--- config.mk ---
export PLATFORM = sky130hd
export DESIGN_NAME = nci_host
export DESIGN_NICKNAME = d
export VERILOG_FILES = /design/src/shared/nci_pkg.sv /design/src/rtl/nci_host.sv /design/src/rtl/nci_addr_fmt.sv
export VERILOG_INCLUDE_DIRS = /design/src /design/src/shared
export SDC_FILE = /design/constraint.sdc
export NUM_CORES = 1
export LEC_CHECK = 0
export ABC_AREA = 1
export BUFFER_PORTS_ARGS = -buffer_cell sky130_fd_sc_hd__buf_4
export CAP_MARGIN = 20
export CELL_PAD_IN_SITES_DETAIL_PLACEMENT = 1
export CELL_PAD_IN_SITES_GLOBAL_PLACEMENT = 2
export CORE_MARGIN = 3
export CORE_UTILIZATION = 39
export CTS_CLUSTER_DIAMETER = 80
export DETAILED_ROUTE_END_ITERATION = 10
export PLACE_DENSITY = 0.87
export REMOVE_ABC_BUFFERS = 1
export SLEW_MARGIN = 20
export SYNTH_ARGS = -nofsm -noshare
export SYNTH_HDL_FRONTEND = slang
export SYNTH_SLANG_ARGS = --single-unit
--- constraint.sdc ---
create_clock -name clk_i -period 4.1 [get_ports clk_i]
set_input_delay 0.82 -clock clk_i [delete_from_list [all_inputs] [get_ports clk_i]]
set_output_delay 0.82 -clock clk_i [all_outputs]
set_load 0.01 [all_outputs]
--- src/shared/nci_defines.svh ---
// constants for the nand command/address/id host controller
// assumes a 40 MHz clk_i and one nand package on the pins
// Behaviour
// - column is twelve bits over two cycles, upper lines low in second
// - third cycle page, plane, block bit 0; fourth cycle block bits 1 to 8
// - fifth cycle carries block bits 9 to 11, other lines low
// - extended status uses F2h for low rows, F3h for rows from 40000h
// - id mode is command 90h then one address cycle 00h
// - after an id read send dummy 00h before status 70h
`ifndef NCI_DEFINES_SVH
`define NCI_DEFINES_SVH

// ==========================================
// register word offsets
`define NCI_REG_CTRL      3'h0
`define NCI_REG_COL       3'h1
`define NCI_REG_ROW       3'h2
`define NCI_REG_CMD       3'h3
`define NCI_REG_STAT      3'h4
`define NCI_REG_ID0       3'h5
`define NCI_REG_ID1       3'h6
`define NCI_REG_DATA      3'h7

// ==========================================
// field positions and reset values
`define NCI_CTRL_WP_BIT   0
`define NCI_CTRL_RST      1'h0
`define NCI_CMD_OP_LSB    0
`define NCI_CMD_RAW_LSB   8
`define NCI_CMD_ACNT_LSB  16
`define NCI_CMD_RCNT_LSB  20
`define NCI_STAT_BUSY     0
`define NCI_STAT_RB       1
`define NCI_STAT_IDMODE   2
`define NCI_STAT_REFUSED  3
`define NCI_STAT_BYTE_LSB 8
`define NCI_ID1_PLN_LSB   8
`define NCI_ID1_SIZE_LSB  12
`define NCI_ID1_NPLN_LSB  16
`define NCI_ROW_DIE_BIT   18
`define NCI_ID_BYTES      5
`define NCI_MAX_ACYC      3'h5

// ==========================================
// command codes
`define NCI_OPC_ID        8'h90
`define NCI_OPC_ID_ADDR   8'h00
`define NCI_OPC_DUMMY     8'h00
`define NCI_OPC_STATUS    8'h70
`define NCI_OPC_XST_D0    8'hF2
`define NCI_OPC_XST_D1    8'hF3

// ==========================================
// timing in ns and clock rate
`define NCI_CLK_MHZ       40
`define NCI_T_WP_NS       12
`define NCI_T_WH_NS       10
`define NCI_T_REA_NS      20
`define NCI_T_REH_NS      10
`define NCI_T_WHR_NS      60

`endif

--- src/shared/nci_pkg.sv ---
// types of the nand command/address/id host controller
// assumes nci_defines.svh for every number
`default_nettype none

package nci_pkg;

	// ==========================================
	// sequencer states, gray along the usual path
	typedef enum logic [2:0] {
		NCI_ST_IDLE  = 3'h0,
		NCI_ST_WAIT  = 3'h1,
		NCI_ST_DUMMY = 3'h3,
		NCI_ST_CMD   = 3'h2,
		NCI_ST_ADDR  = 3'h6,
		NCI_ST_GAP   = 3'h7,
		NCI_ST_READ  = 3'h5
	} nci_state_t;

	// operations software may launch
	typedef enum logic [1:0] {
		NCI_OP_ID   = 2'h0,
		NCI_OP_STAT = 2'h1,
		NCI_OP_XST  = 2'h2,
		NCI_OP_RAW  = 2'h3
	} nci_op_t;

	// pins driven toward the flash
	typedef struct packed {
		logic       cle;
		logic       ale;
		logic       ce_n;
		logic       we_n;
		logic       read_strobe_n;
		logic       wp_n;
		logic       io_oe_n;
		logic [7:0] io;
	} nci_pins_t;

	// ns to whole clock cycles, rounded up, at least one
	function automatic int nci_cyc(input int ns, input int mhz);
		int c;
		c = (ns * mhz + 999) / 1000;
		return (c < 1) ? 1 : c;
	endfunction : nci_cyc

endpackage : nci_pkg

`default_nettype wire

--- src/rtl/nci_host.sv ---
// host controller issuing commands, addresses and id reads to a nand flash
// assumes a single clock; io_i and rb_n_i are synchronous to clk_i
`default_nettype none

module nci_host (
	// clock and reset
	input  wire logic              clk_i,
	input  wire logic              arst_n_i,
	// software register port
	input  wire logic [2:0]        addr_i,
	input  wire logic [31:0]       wdata_i,
	input  wire logic              wr_i,
	input  wire logic              rd_i,
	output logic      [31:0]       rdata_o,
	// flash pins
	output nci_pkg::nci_pins_t     pins_o,
	input  wire logic [7:0]        io_i,
	input  wire logic              rb_n_i
);
	import nci_pkg::*;
	`include "nci_defines.svh"

	localparam int WP_C  = nci_cyc(`NCI_T_WP_NS, `NCI_CLK_MHZ);
	localparam int WH_C  = nci_cyc(`NCI_T_WH_NS, `NCI_CLK_MHZ);
	localparam int REA_C = nci_cyc(`NCI_T_REA_NS, `NCI_CLK_MHZ);
	localparam int REH_C = nci_cyc(`NCI_T_REH_NS, `NCI_CLK_MHZ);
	localparam int WHR_C = nci_cyc(`NCI_T_WHR_NS, `NCI_CLK_MHZ);

	// ==========================================
	// state
	nci_state_t  st_r,    st_nxt;
	nci_op_t     op_r,    op_nxt;
	logic [7:0]  cmd_r,   cmd_nxt;
	logic [2:0]  acnt_r,  acnt_nxt;
	logic [2:0]  aidx_r,  aidx_nxt;
	logic [3:0]  rcnt_r,  rcnt_nxt;
	logic [2:0]  ridx_r,  ridx_nxt;
	logic [2:0]  tcnt_r,  tcnt_nxt;
	logic        half_r,  half_nxt;
	logic        dum_r,   dum_nxt;
	logic        idm_r,   idm_nxt;
	logic        ref_r,   ref_nxt;
	logic [7:0]  stb_r,   stb_nxt;
	logic [31:0] data_r,  data_nxt;
	logic [7:0]  id_r     [`NCI_ID_BYTES];
	logic [7:0]  id_nxt   [`NCI_ID_BYTES];
	nci_pins_t   pins_r,  pins_nxt;
	logic        wp_r,    wp_nxt;
	logic [11:0] col_r,   col_nxt;
	logic [18:0] row_r,   row_nxt;
	logic [31:0] rdat_r,  rdat_nxt;
	logic        launch;
	logic        wr_st;
	logic [7:0]  abyte;
	logic [7:0]  xcmd;
	logic [2:0]  acyc;

	assign launch = wr_i && (addr_i == `NCI_REG_CMD) && (st_r == NCI_ST_IDLE);
	assign acyc   = (wdata_i[`NCI_CMD_ACNT_LSB +: 3] > `NCI_MAX_ACYC) ?
	                `NCI_MAX_ACYC : wdata_i[`NCI_CMD_ACNT_LSB +: 3];
	assign pins_o = pins_r;
	assign rdata_o = rdat_r;

	nci_addr_fmt u_fmt (
		.col_i     (col_r),
		.row_i     (row_r),
		.idx_i     (aidx_nxt),
		.byte_o    (abyte),
		.xst_cmd_o (xcmd)
	);

	// ==========================================
	// software registers and read data, one cycle after rd_i
	always_comb begin
		wp_nxt   = wp_r;
		col_nxt  = col_r;
		row_nxt  = row_r;
		rdat_nxt = 32'h0000_0000;
		if (wr_i && addr_i == `NCI_REG_CTRL) wp_nxt = wdata_i[`NCI_CTRL_WP_BIT];
		if (wr_i && addr_i == `NCI_REG_COL && st_r == NCI_ST_IDLE) col_nxt = wdata_i[11:0];
		if (wr_i && addr_i == `NCI_REG_ROW && st_r == NCI_ST_IDLE) row_nxt = wdata_i[18:0];
		if (rd_i) begin
			unique case (addr_i)
				`NCI_REG_CTRL: rdat_nxt = {31'h0, wp_r};
				`NCI_REG_COL:  rdat_nxt = {20'h0, col_r};
				`NCI_REG_ROW:  rdat_nxt = {13'h0, row_r};
				`NCI_REG_CMD:  rdat_nxt = 32'h0000_0000;
				`NCI_REG_STAT: rdat_nxt = {16'h0, stb_r, 4'h0, ref_r, idm_r,
				                           rb_n_i, st_r != NCI_ST_IDLE};
				`NCI_REG_ID0:  rdat_nxt = {id_r[3], id_r[2], id_r[1], id_r[0]};
				`NCI_REG_ID1:  rdat_nxt = {12'h0, 4'(4'h1 << id_r[4][3:2]),
				                           1'b0, id_r[4][6:4], 2'h0, id_r[4][3:2],
				                           id_r[4]};
				`NCI_REG_DATA: rdat_nxt = data_r;
			endcase
		end
	end

	always_ff @(posedge clk_i or negedge arst_n_i) begin
		if (!arst_n_i) begin
			wp_r   <= `NCI_CTRL_RST;
			col_r  <= 12'h000;
			row_r  <= 19'h00000;
			rdat_r <= 32'h0000_0000;
		end else begin
			wp_r   <= wp_nxt;
			col_r  <= col_nxt;
			row_r  <= row_nxt;
			rdat_r <= rdat_nxt;
		end
	end

	// ==========================================
	// bus cycle sequencer
	always_comb begin
		st_nxt   = st_r;
		op_nxt   = op_r;
		cmd_nxt  = cmd_r;
		acnt_nxt = acnt_r;
		aidx_nxt = aidx_r;
		rcnt_nxt = rcnt_r;
		ridx_nxt = ridx_r;
		tcnt_nxt = tcnt_r;
		half_nxt = half_r;
		dum_nxt  = dum_r;
		idm_nxt  = idm_r;
		stb_nxt  = stb_r;
		data_nxt = data_r;
		id_nxt   = id_r;
		ref_nxt  = ref_r;
		if (wr_i && addr_i == `NCI_REG_CMD) ref_nxt = !launch;
		unique case (st_r)
			NCI_ST_IDLE: begin
				if (launch) begin
					op_nxt   = nci_op_t'(wdata_i[`NCI_CMD_OP_LSB +: 2]);
					tcnt_nxt = 3'(WP_C - 1);
					half_nxt = 1'b0;
					aidx_nxt = 3'h0;
					ridx_nxt = 3'h0;
					acnt_nxt = 3'h0;
					rcnt_nxt = 4'h1;
					dum_nxt  = idm_r;
					unique case (nci_op_t'(wdata_i[`NCI_CMD_OP_LSB +: 2]))
						NCI_OP_ID: begin
							cmd_nxt  = `NCI_OPC_ID;
							acnt_nxt = 3'h1;
							rcnt_nxt = 4'(`NCI_ID_BYTES);
							dum_nxt  = 1'b0;
						end
						NCI_OP_STAT: cmd_nxt = `NCI_OPC_STATUS;
						NCI_OP_XST:  cmd_nxt = xcmd;
						NCI_OP_RAW: begin
							cmd_nxt  = wdata_i[`NCI_CMD_RAW_LSB +: 8];
							acnt_nxt = acyc;
							aidx_nxt = (acyc == 3'h3) ? 3'h2 : 3'h0;
							rcnt_nxt = wdata_i[`NCI_CMD_RCNT_LSB +: 4];
							dum_nxt  = 1'b0;
						end
					endcase
					if (nci_op_t'(wdata_i[`NCI_CMD_OP_LSB +: 2]) == NCI_OP_RAW)
						st_nxt = NCI_ST_WAIT;
					else
						st_nxt = dum_nxt ? NCI_ST_DUMMY : NCI_ST_CMD;
				end
			end
			NCI_ST_WAIT: begin
				if (rb_n_i) st_nxt = NCI_ST_CMD;
			end
			NCI_ST_DUMMY, NCI_ST_CMD, NCI_ST_ADDR: begin
				if (tcnt_r != 3'h0) begin
					tcnt_nxt = tcnt_r - 3'h1;
				end else if (!half_r) begin
					half_nxt = 1'b1;
					tcnt_nxt = 3'(WH_C - 1);
				end else begin
					half_nxt = 1'b0;
					tcnt_nxt = 3'(WP_C - 1);
					if (st_r == NCI_ST_DUMMY) begin
						idm_nxt = 1'b0;
						st_nxt  = NCI_ST_CMD;
					end else begin
						if (st_r == NCI_ST_CMD) begin
							idm_nxt = (op_r == NCI_OP_ID);
						end else begin
							acnt_nxt = acnt_r - 3'h1;
							aidx_nxt = aidx_r + 3'h1;
						end
						if (acnt_nxt != 3'h0) begin
							st_nxt = NCI_ST_ADDR;
						end else if (rcnt_r != 4'h0) begin
							st_nxt   = NCI_ST_GAP;
							tcnt_nxt = 3'(WHR_C - 1);
						end else begin
							st_nxt = NCI_ST_IDLE;
						end
					end
				end
			end
			NCI_ST_GAP: begin
				if (tcnt_r != 3'h0) begin
					tcnt_nxt = tcnt_r - 3'h1;
				end else begin
					st_nxt   = NCI_ST_READ;
					half_nxt = 1'b0;
					tcnt_nxt = 3'(REA_C - 1);
				end
			end
			NCI_ST_READ: begin
				if (tcnt_r != 3'h0) begin
					tcnt_nxt = tcnt_r - 3'h1;
				end else if (!half_r) begin
					half_nxt = 1'b1;
					tcnt_nxt = 3'(REH_C - 1);
					if (op_r == NCI_OP_ID)
						id_nxt[ridx_r] = io_i;
					else if (op_r == NCI_OP_RAW)
						data_nxt = {data_r[23:0], io_i};
					else
						stb_nxt = io_i;
				end else begin
					half_nxt = 1'b0;
					tcnt_nxt = 3'(REA_C - 1);
					rcnt_nxt = rcnt_r - 4'h1;
					ridx_nxt = ridx_r + 3'h1;
					st_nxt   = (rcnt_nxt != 4'h0) ? NCI_ST_READ : NCI_ST_IDLE;
				end
			end
			default: st_nxt = NCI_ST_IDLE;
		endcase
		// pin values follow the next state
		wr_st            = st_nxt inside {NCI_ST_DUMMY, NCI_ST_CMD, NCI_ST_ADDR};
		pins_nxt.cle     = st_nxt inside {NCI_ST_DUMMY, NCI_ST_CMD};
		pins_nxt.ale     = st_nxt == NCI_ST_ADDR;
		pins_nxt.we_n    = !(wr_st && !half_nxt);
		pins_nxt.read_strobe_n = !(st_nxt == NCI_ST_READ && !half_nxt);
		pins_nxt.ce_n    = st_nxt == NCI_ST_IDLE;
		pins_nxt.wp_n    = wp_r;
		pins_nxt.io_oe_n = !wr_st;
		if (st_nxt == NCI_ST_DUMMY)
			pins_nxt.io = `NCI_OPC_DUMMY;
		else if (st_nxt == NCI_ST_CMD)
			pins_nxt.io = cmd_nxt;
		else if (st_nxt == NCI_ST_ADDR)
			pins_nxt.io = (op_nxt == NCI_OP_ID) ? `NCI_OPC_ID_ADDR : abyte;
		else
			pins_nxt.io = 8'h00;
	end

	always_ff @(posedge clk_i or negedge arst_n_i) begin
		if (!arst_n_i) begin
			st_r   <= NCI_ST_IDLE;
			op_r   <= NCI_OP_ID;
			cmd_r  <= 8'h00;
			acnt_r <= 3'h0;
			aidx_r <= 3'h0;
			rcnt_r <= 4'h0;
			ridx_r <= 3'h0;
			tcnt_r <= 3'h0;
			half_r <= 1'b0;
			dum_r  <= 1'b0;
			idm_r  <= 1'b0;
			ref_r  <= 1'b0;
			stb_r  <= 8'h00;
			data_r <= 32'h0000_0000;
			for (int i = 0; i < `NCI_ID_BYTES; i++) id_r[i] <= 8'h00;
			pins_r <= '{cle: 1'b0, ale: 1'b0, ce_n: 1'b1, we_n: 1'b1, read_strobe_n: 1'b1,
			           wp_n: `NCI_CTRL_RST, io_oe_n: 1'b1, io: 8'h00};
		end else begin
			st_r   <= st_nxt;
			op_r   <= op_nxt;
			cmd_r  <= cmd_nxt;
			acnt_r <= acnt_nxt;
			aidx_r <= aidx_nxt;
			rcnt_r <= rcnt_nxt;
			ridx_r <= ridx_nxt;
			tcnt_r <= tcnt_nxt;
			half_r <= half_nxt;
			dum_r  <= dum_nxt;
			idm_r  <= idm_nxt;
			ref_r  <= ref_nxt;
			stb_r  <= stb_nxt;
			data_r <= data_nxt;
			id_r   <= id_nxt;
			pins_r <= pins_nxt;
		end
	end
endmodule : nci_host

`default_nettype wire

--- src/rtl/nci_addr_fmt.sv ---
// address cycle byte former and die decode
// assumes row layout block[18:7], plane[6], page[5:0]
`default_nettype none

module nci_addr_fmt (
	// address source
	input  wire logic [11:0] col_i,
	input  wire logic [18:0] row_i,
	input  wire logic [2:0]  idx_i,
	// results
	output logic      [7:0]  byte_o,
	output logic      [7:0]  xst_cmd_o
);
	import nci_pkg::*;
	`include "nci_defines.svh"

	// ==========================================
	// one byte per address cycle
	always_comb begin
		unique case (idx_i)
			3'h0:    byte_o = col_i[7:0];
			3'h1:    byte_o = {4'h0, col_i[11:8]};
			3'h2:    byte_o = row_i[7:0];
			3'h3:    byte_o = row_i[15:8];
			3'h4:    byte_o = {5'h00, row_i[18:16]};
			default: byte_o = 8'h00;
		endcase
	end

	// die chosen by the top row bit
	assign xst_cmd_o = row_i[`NCI_ROW_DIE_BIT] ? `NCI_OPC_XST_D1 : `NCI_OPC_XST_D0;

endmodule : nci_addr_fmt

`default_nettype wire

==> results list <==
* Final Skew: roughly 13 ps
- Distinct cell type count of the synthesized netlist: 45
- Relative slew slack: 0.424
- Post-synthesis instance total: slightly below 1000
- CTS root buffer: sky130_fd_sc_hd__clkbuf_16
- The longest clock path from root to sink contains 2 buffers.
- Initial cell density of the core: 0.399
* Final Core Density: 0.470
* Area of the die: around 24000 sq um
- During placement, the flow inserted port buffers numbering 85.
- X dimension of the die: approximately 160 microns
- After clock tree synthesis, the repair step resized 0 gates.
* Htree depth: 4
- Dividing the final minimum period by the clock period gives 0.624.
- The worst setup path is launched from a register.
* Area growth syn-to-layout: 17.9%
* Synthesized area per cell: 8.91 sq um
* Number of clock buffers inserted by TritonCTS: 17
- Fill cells in the final layout number 2573.
* Slew at the pin closest to its max-slew limit: 862 ps
- Starting DRT DRC Count: between 400 and 500
* Warnings, synthesis: 0
- The initial antenna violation count is 0.
* Clock tree from TritonCTS: yes
* Classification of the worst setup path: reg2reg
- Register clock-pin slew on the reported worst setup and hold paths: around 80 ps
- The synthesized netlist occupies a cell area of about 8800 sq um.
- STA classifies the critical path endpoint as a register.
- Detailed Route WL: 26000 microns
- In this run, synthesis inferred 0 flip-flops with an integrated enable.
- Setup repair after global routing left no endpoint under its margin.
* Min-delay worst type: in2async
- Final total negative setup slack: 0 ps
* Fmax: between 300 and 400 MHz
- GP Congestion: 0.818
- In this run the static leakage power is 5.01 nW.
- Clock tree synthesis found a total of 191 sinks.
- Worst path arrival time: between 2000 and 3000 ps
- Row generation in the floorplan step produced 54 rows.
- The wire-length estimate of the detail-placed layout is 18200 microns.
- Highest net fanout along the worst path: 18
* Shortest clock period the worst path allows after layout: between 2000 and 3000 ps
- The via count of the first global-routing pass is 7641.
- The detail route stage leaves a number of antenna-violating nets equal to 0.
- CORE AREA: 22000 sq um
* Most common cell after layout, fill and taps aside: sky130_fd_sc_hd__nand2_1
* # IOs: 95
- Aggregate global routing overflow: 0
- Final net count: roughly 1100
* Number of hold-repair buffers added at the cts stage: 0
- 0 antenna diodes ended up in the layout.
- The die is 156 microns tall.
- Layout cell share with drive strength beyond 1: 0.185
- Number of max-capacitance violations reported: 0
- At the later pin of the worst-skew pair, clock insertion delay measures 440 ps.
* Average vias per placed instance: 5.30
- Synth area leaders: sky130_fd_sc_hd__dfrtp_1, sky130_fd_sc_hd__nand2_1, sky130_fd_sc_hd__o21ai_0, sky130_fd_sc_hd__inv_1, sky130_fd_sc_hd__nor2_1
- Synthesized flop and latch total: 191
- First-pass iteration count of the detailed router: 5
* Peak supply drop: 0.308 mV
- The largest total area in the synthesized netlist belongs to sky130_fd_sc_hd__dfrtp_1.
- Final-report hold violation count: 0
- After detailed routing, the average wire length per cell comes to around 19 microns.
- Via count: 7202
- For the worst setup path, the data required time is 4430 ps.
* Overall global routing resource usage: 0.222
* Largest net degree at the start of global routing: 86
- Wire length of the first global-routing pass: 42200 microns
* Sequential area share after synthesis: 0.546
- Of the post-synthesis cell area, the dominant cell type holds 0.534.
* Proportion of synthesized flip-flops having asynchronous set or reset: 1.00
* DRC Markers: 0
* Top library cells by usage in the layout, fill and taps aside: sky130_fd_sc_hd__nand2_1, sky130_fd_sc_hd__dfrtp_1, sky130_fd_sc_hd__o21ai_0
* Setup violators final: 0
* Number of pins exceeding their max-slew limit in the final report: 0
- Count of buffers added by post-CTS timing repair for setup: 0
- Primary FF master, synth: sky130_fd_sc_hd__dfrtp_1
- For this design the ratio of total power to cell area is 616 nW/um^2.
- Run status: completed
routing by layer:
metal / GRT usage / part of all wire / wire length, microns / up-vias
li1: - / - / - / 3429
met1: 0.307 / 0.46 / 12100 / 3608
met2: 0.367 / 0.49 / 12700 / 136
met3: 0.0352 / 0.031 / 817 / 29
met4: 0.0576 / 0.016 / 405 / 0
met5: 0 / 0 / 0 / -
cells in the mapped netlist (10+ instances only):
| master | instances |
|---|---|
| sky130_fd_sc_hd__a21oi_1 | 35 |
| sky130_fd_sc_hd__a221oi_1 | 10 |
| sky130_fd_sc_hd__a22oi_1 | 13 |
| sky130_fd_sc_hd__a31oi_1 | 11 |
| sky130_fd_sc_hd__clkbuf_1 | 22 |
| sky130_fd_sc_hd__dfrtp_1 | 187 |
| sky130_fd_sc_hd__ha_1 | 15 |
| sky130_fd_sc_hd__inv_1 | 94 |
| sky130_fd_sc_hd__inv_2 | 11 |
| sky130_fd_sc_hd__nand2_1 | 219 |
| sky130_fd_sc_hd__nand2_2 | 10 |
| sky130_fd_sc_hd__nand3_1 | 32 |
| sky130_fd_sc_hd__nor2_1 | 82 |
| sky130_fd_sc_hd__o21ai_0 | 109 |
| sky130_fd_sc_hd__o21ai_1 | 26 |
| sky130_fd_sc_hd__o22ai_1 | 10 |
through the flow:
step / hold slack, ps / area, sq um / std cells / total power [mW] / setup slack [ps]
floorplan: 375 / 8620 / 950 / 3.93 / 934
global placement: 398 / 9730 / 1327 / 4.63 / 1130
detailed placement: 410 / 9730 / 1327 / 4.70 / 1110
CTS: 429 / 10300 / 1359 / 6.43 / 1510
global route: 446 / 10300 / 1359 / 6.81 / 1300
finish: 398 / 10300 / 1359 / 6.36 / 1540
cells by family (layout without fill, tap and decap cells):
kind of cell / after synthesis / count (layout) / synth area share
flip-flops: 191 / 191 / 0.546
adder cells (fa/ha/maj): 15 / 15 / 0.0214
AO/OA/AOI/OAI: 235 / 235 / 0.153
multiplexers: 9 / 9 / 0.0116
AND/OR/NAND/NOR: 391 / 391 / 0.204
XOR/XNOR: 2 / 2 / 0.00200
buffers and inverters: 140 / 236 / 0.0624
critical path: stages, from the launching register on:
cell and delay (ps):
sky130_fd_sc_hd__dfrtp_1 590, sky130_fd_sc_hd__inv_2 200, sky130_fd_sc_hd__nand3_4 130, sky130_fd_sc_hd__nor2_4 400
sky130_fd_sc_hd__nand2_1 110, sky130_fd_sc_hd__o21ai_1 130, sky130_fd_sc_hd__a21oi_1 80, sky130_fd_sc_hd__nor2_2 240
sky130_fd_sc_hd__nand2_1 130, sky130_fd_sc_hd__nor2_4 220, sky130_fd_sc_hd__inv_2 60, sky130_fd_sc_hd__nor2_1 90
sky130_fd_sc_hd__nor2_1 60
sequential cells by signal, indices dropped and copies added, names as in the netlist:
register	cells
rdata_o	32
tcnt_r	3
idm_r	1
op_r	2
aidx_r	3
ref_r	1
wp_r	1
pins_o	15
stb_r	8
row_r	19
st_r	3
acnt_r	3
data_r	32
id_r	40
rcnt_r	4
half_r	1
cmd_r	8
ridx_r	3
col_r	12
power by group:
group	total [mW]	switching (mW)	internal (mW)	leakage, nW
Clock	1.70	0.829	0.875	0.286
Combinational	2.03	1.34	0.689	2.49
Sequential	2.63	0.298	2.33	2.23
Total	6.36	2.46	3.90	5.01
final cells by class:
type	instances	area, sq um	share of cell area
repair buffers	97	747	0.0723
clock inverters	14	169	0.0164
inverters	107	404	0.0391
well taps	280	350	0.0339
multi-input cells	652	3440	0.333
clock buffers	18	429	0.0416
flip-flops and latches	191	4780	0.463
final timing paths:
path | from | endpoint | slack, ps | depth (start not counted)
min in group clk_i | wp_r | pins_o[9] | 420 | 0
max reg2reg | st_r[1] | pins_o[4] | 1540 | 12
max in group asynchronous | arst_n_i | col_r[1] | 2730 | 2
min | arst_n_i | tcnt_r[1] | 400 | 1
max | st_r[1] | pins_o[4] | 1540 | 12
min reg2reg | wp_r | pins_o[9] | 420 | 0
(Power assumes the default switching activity.)
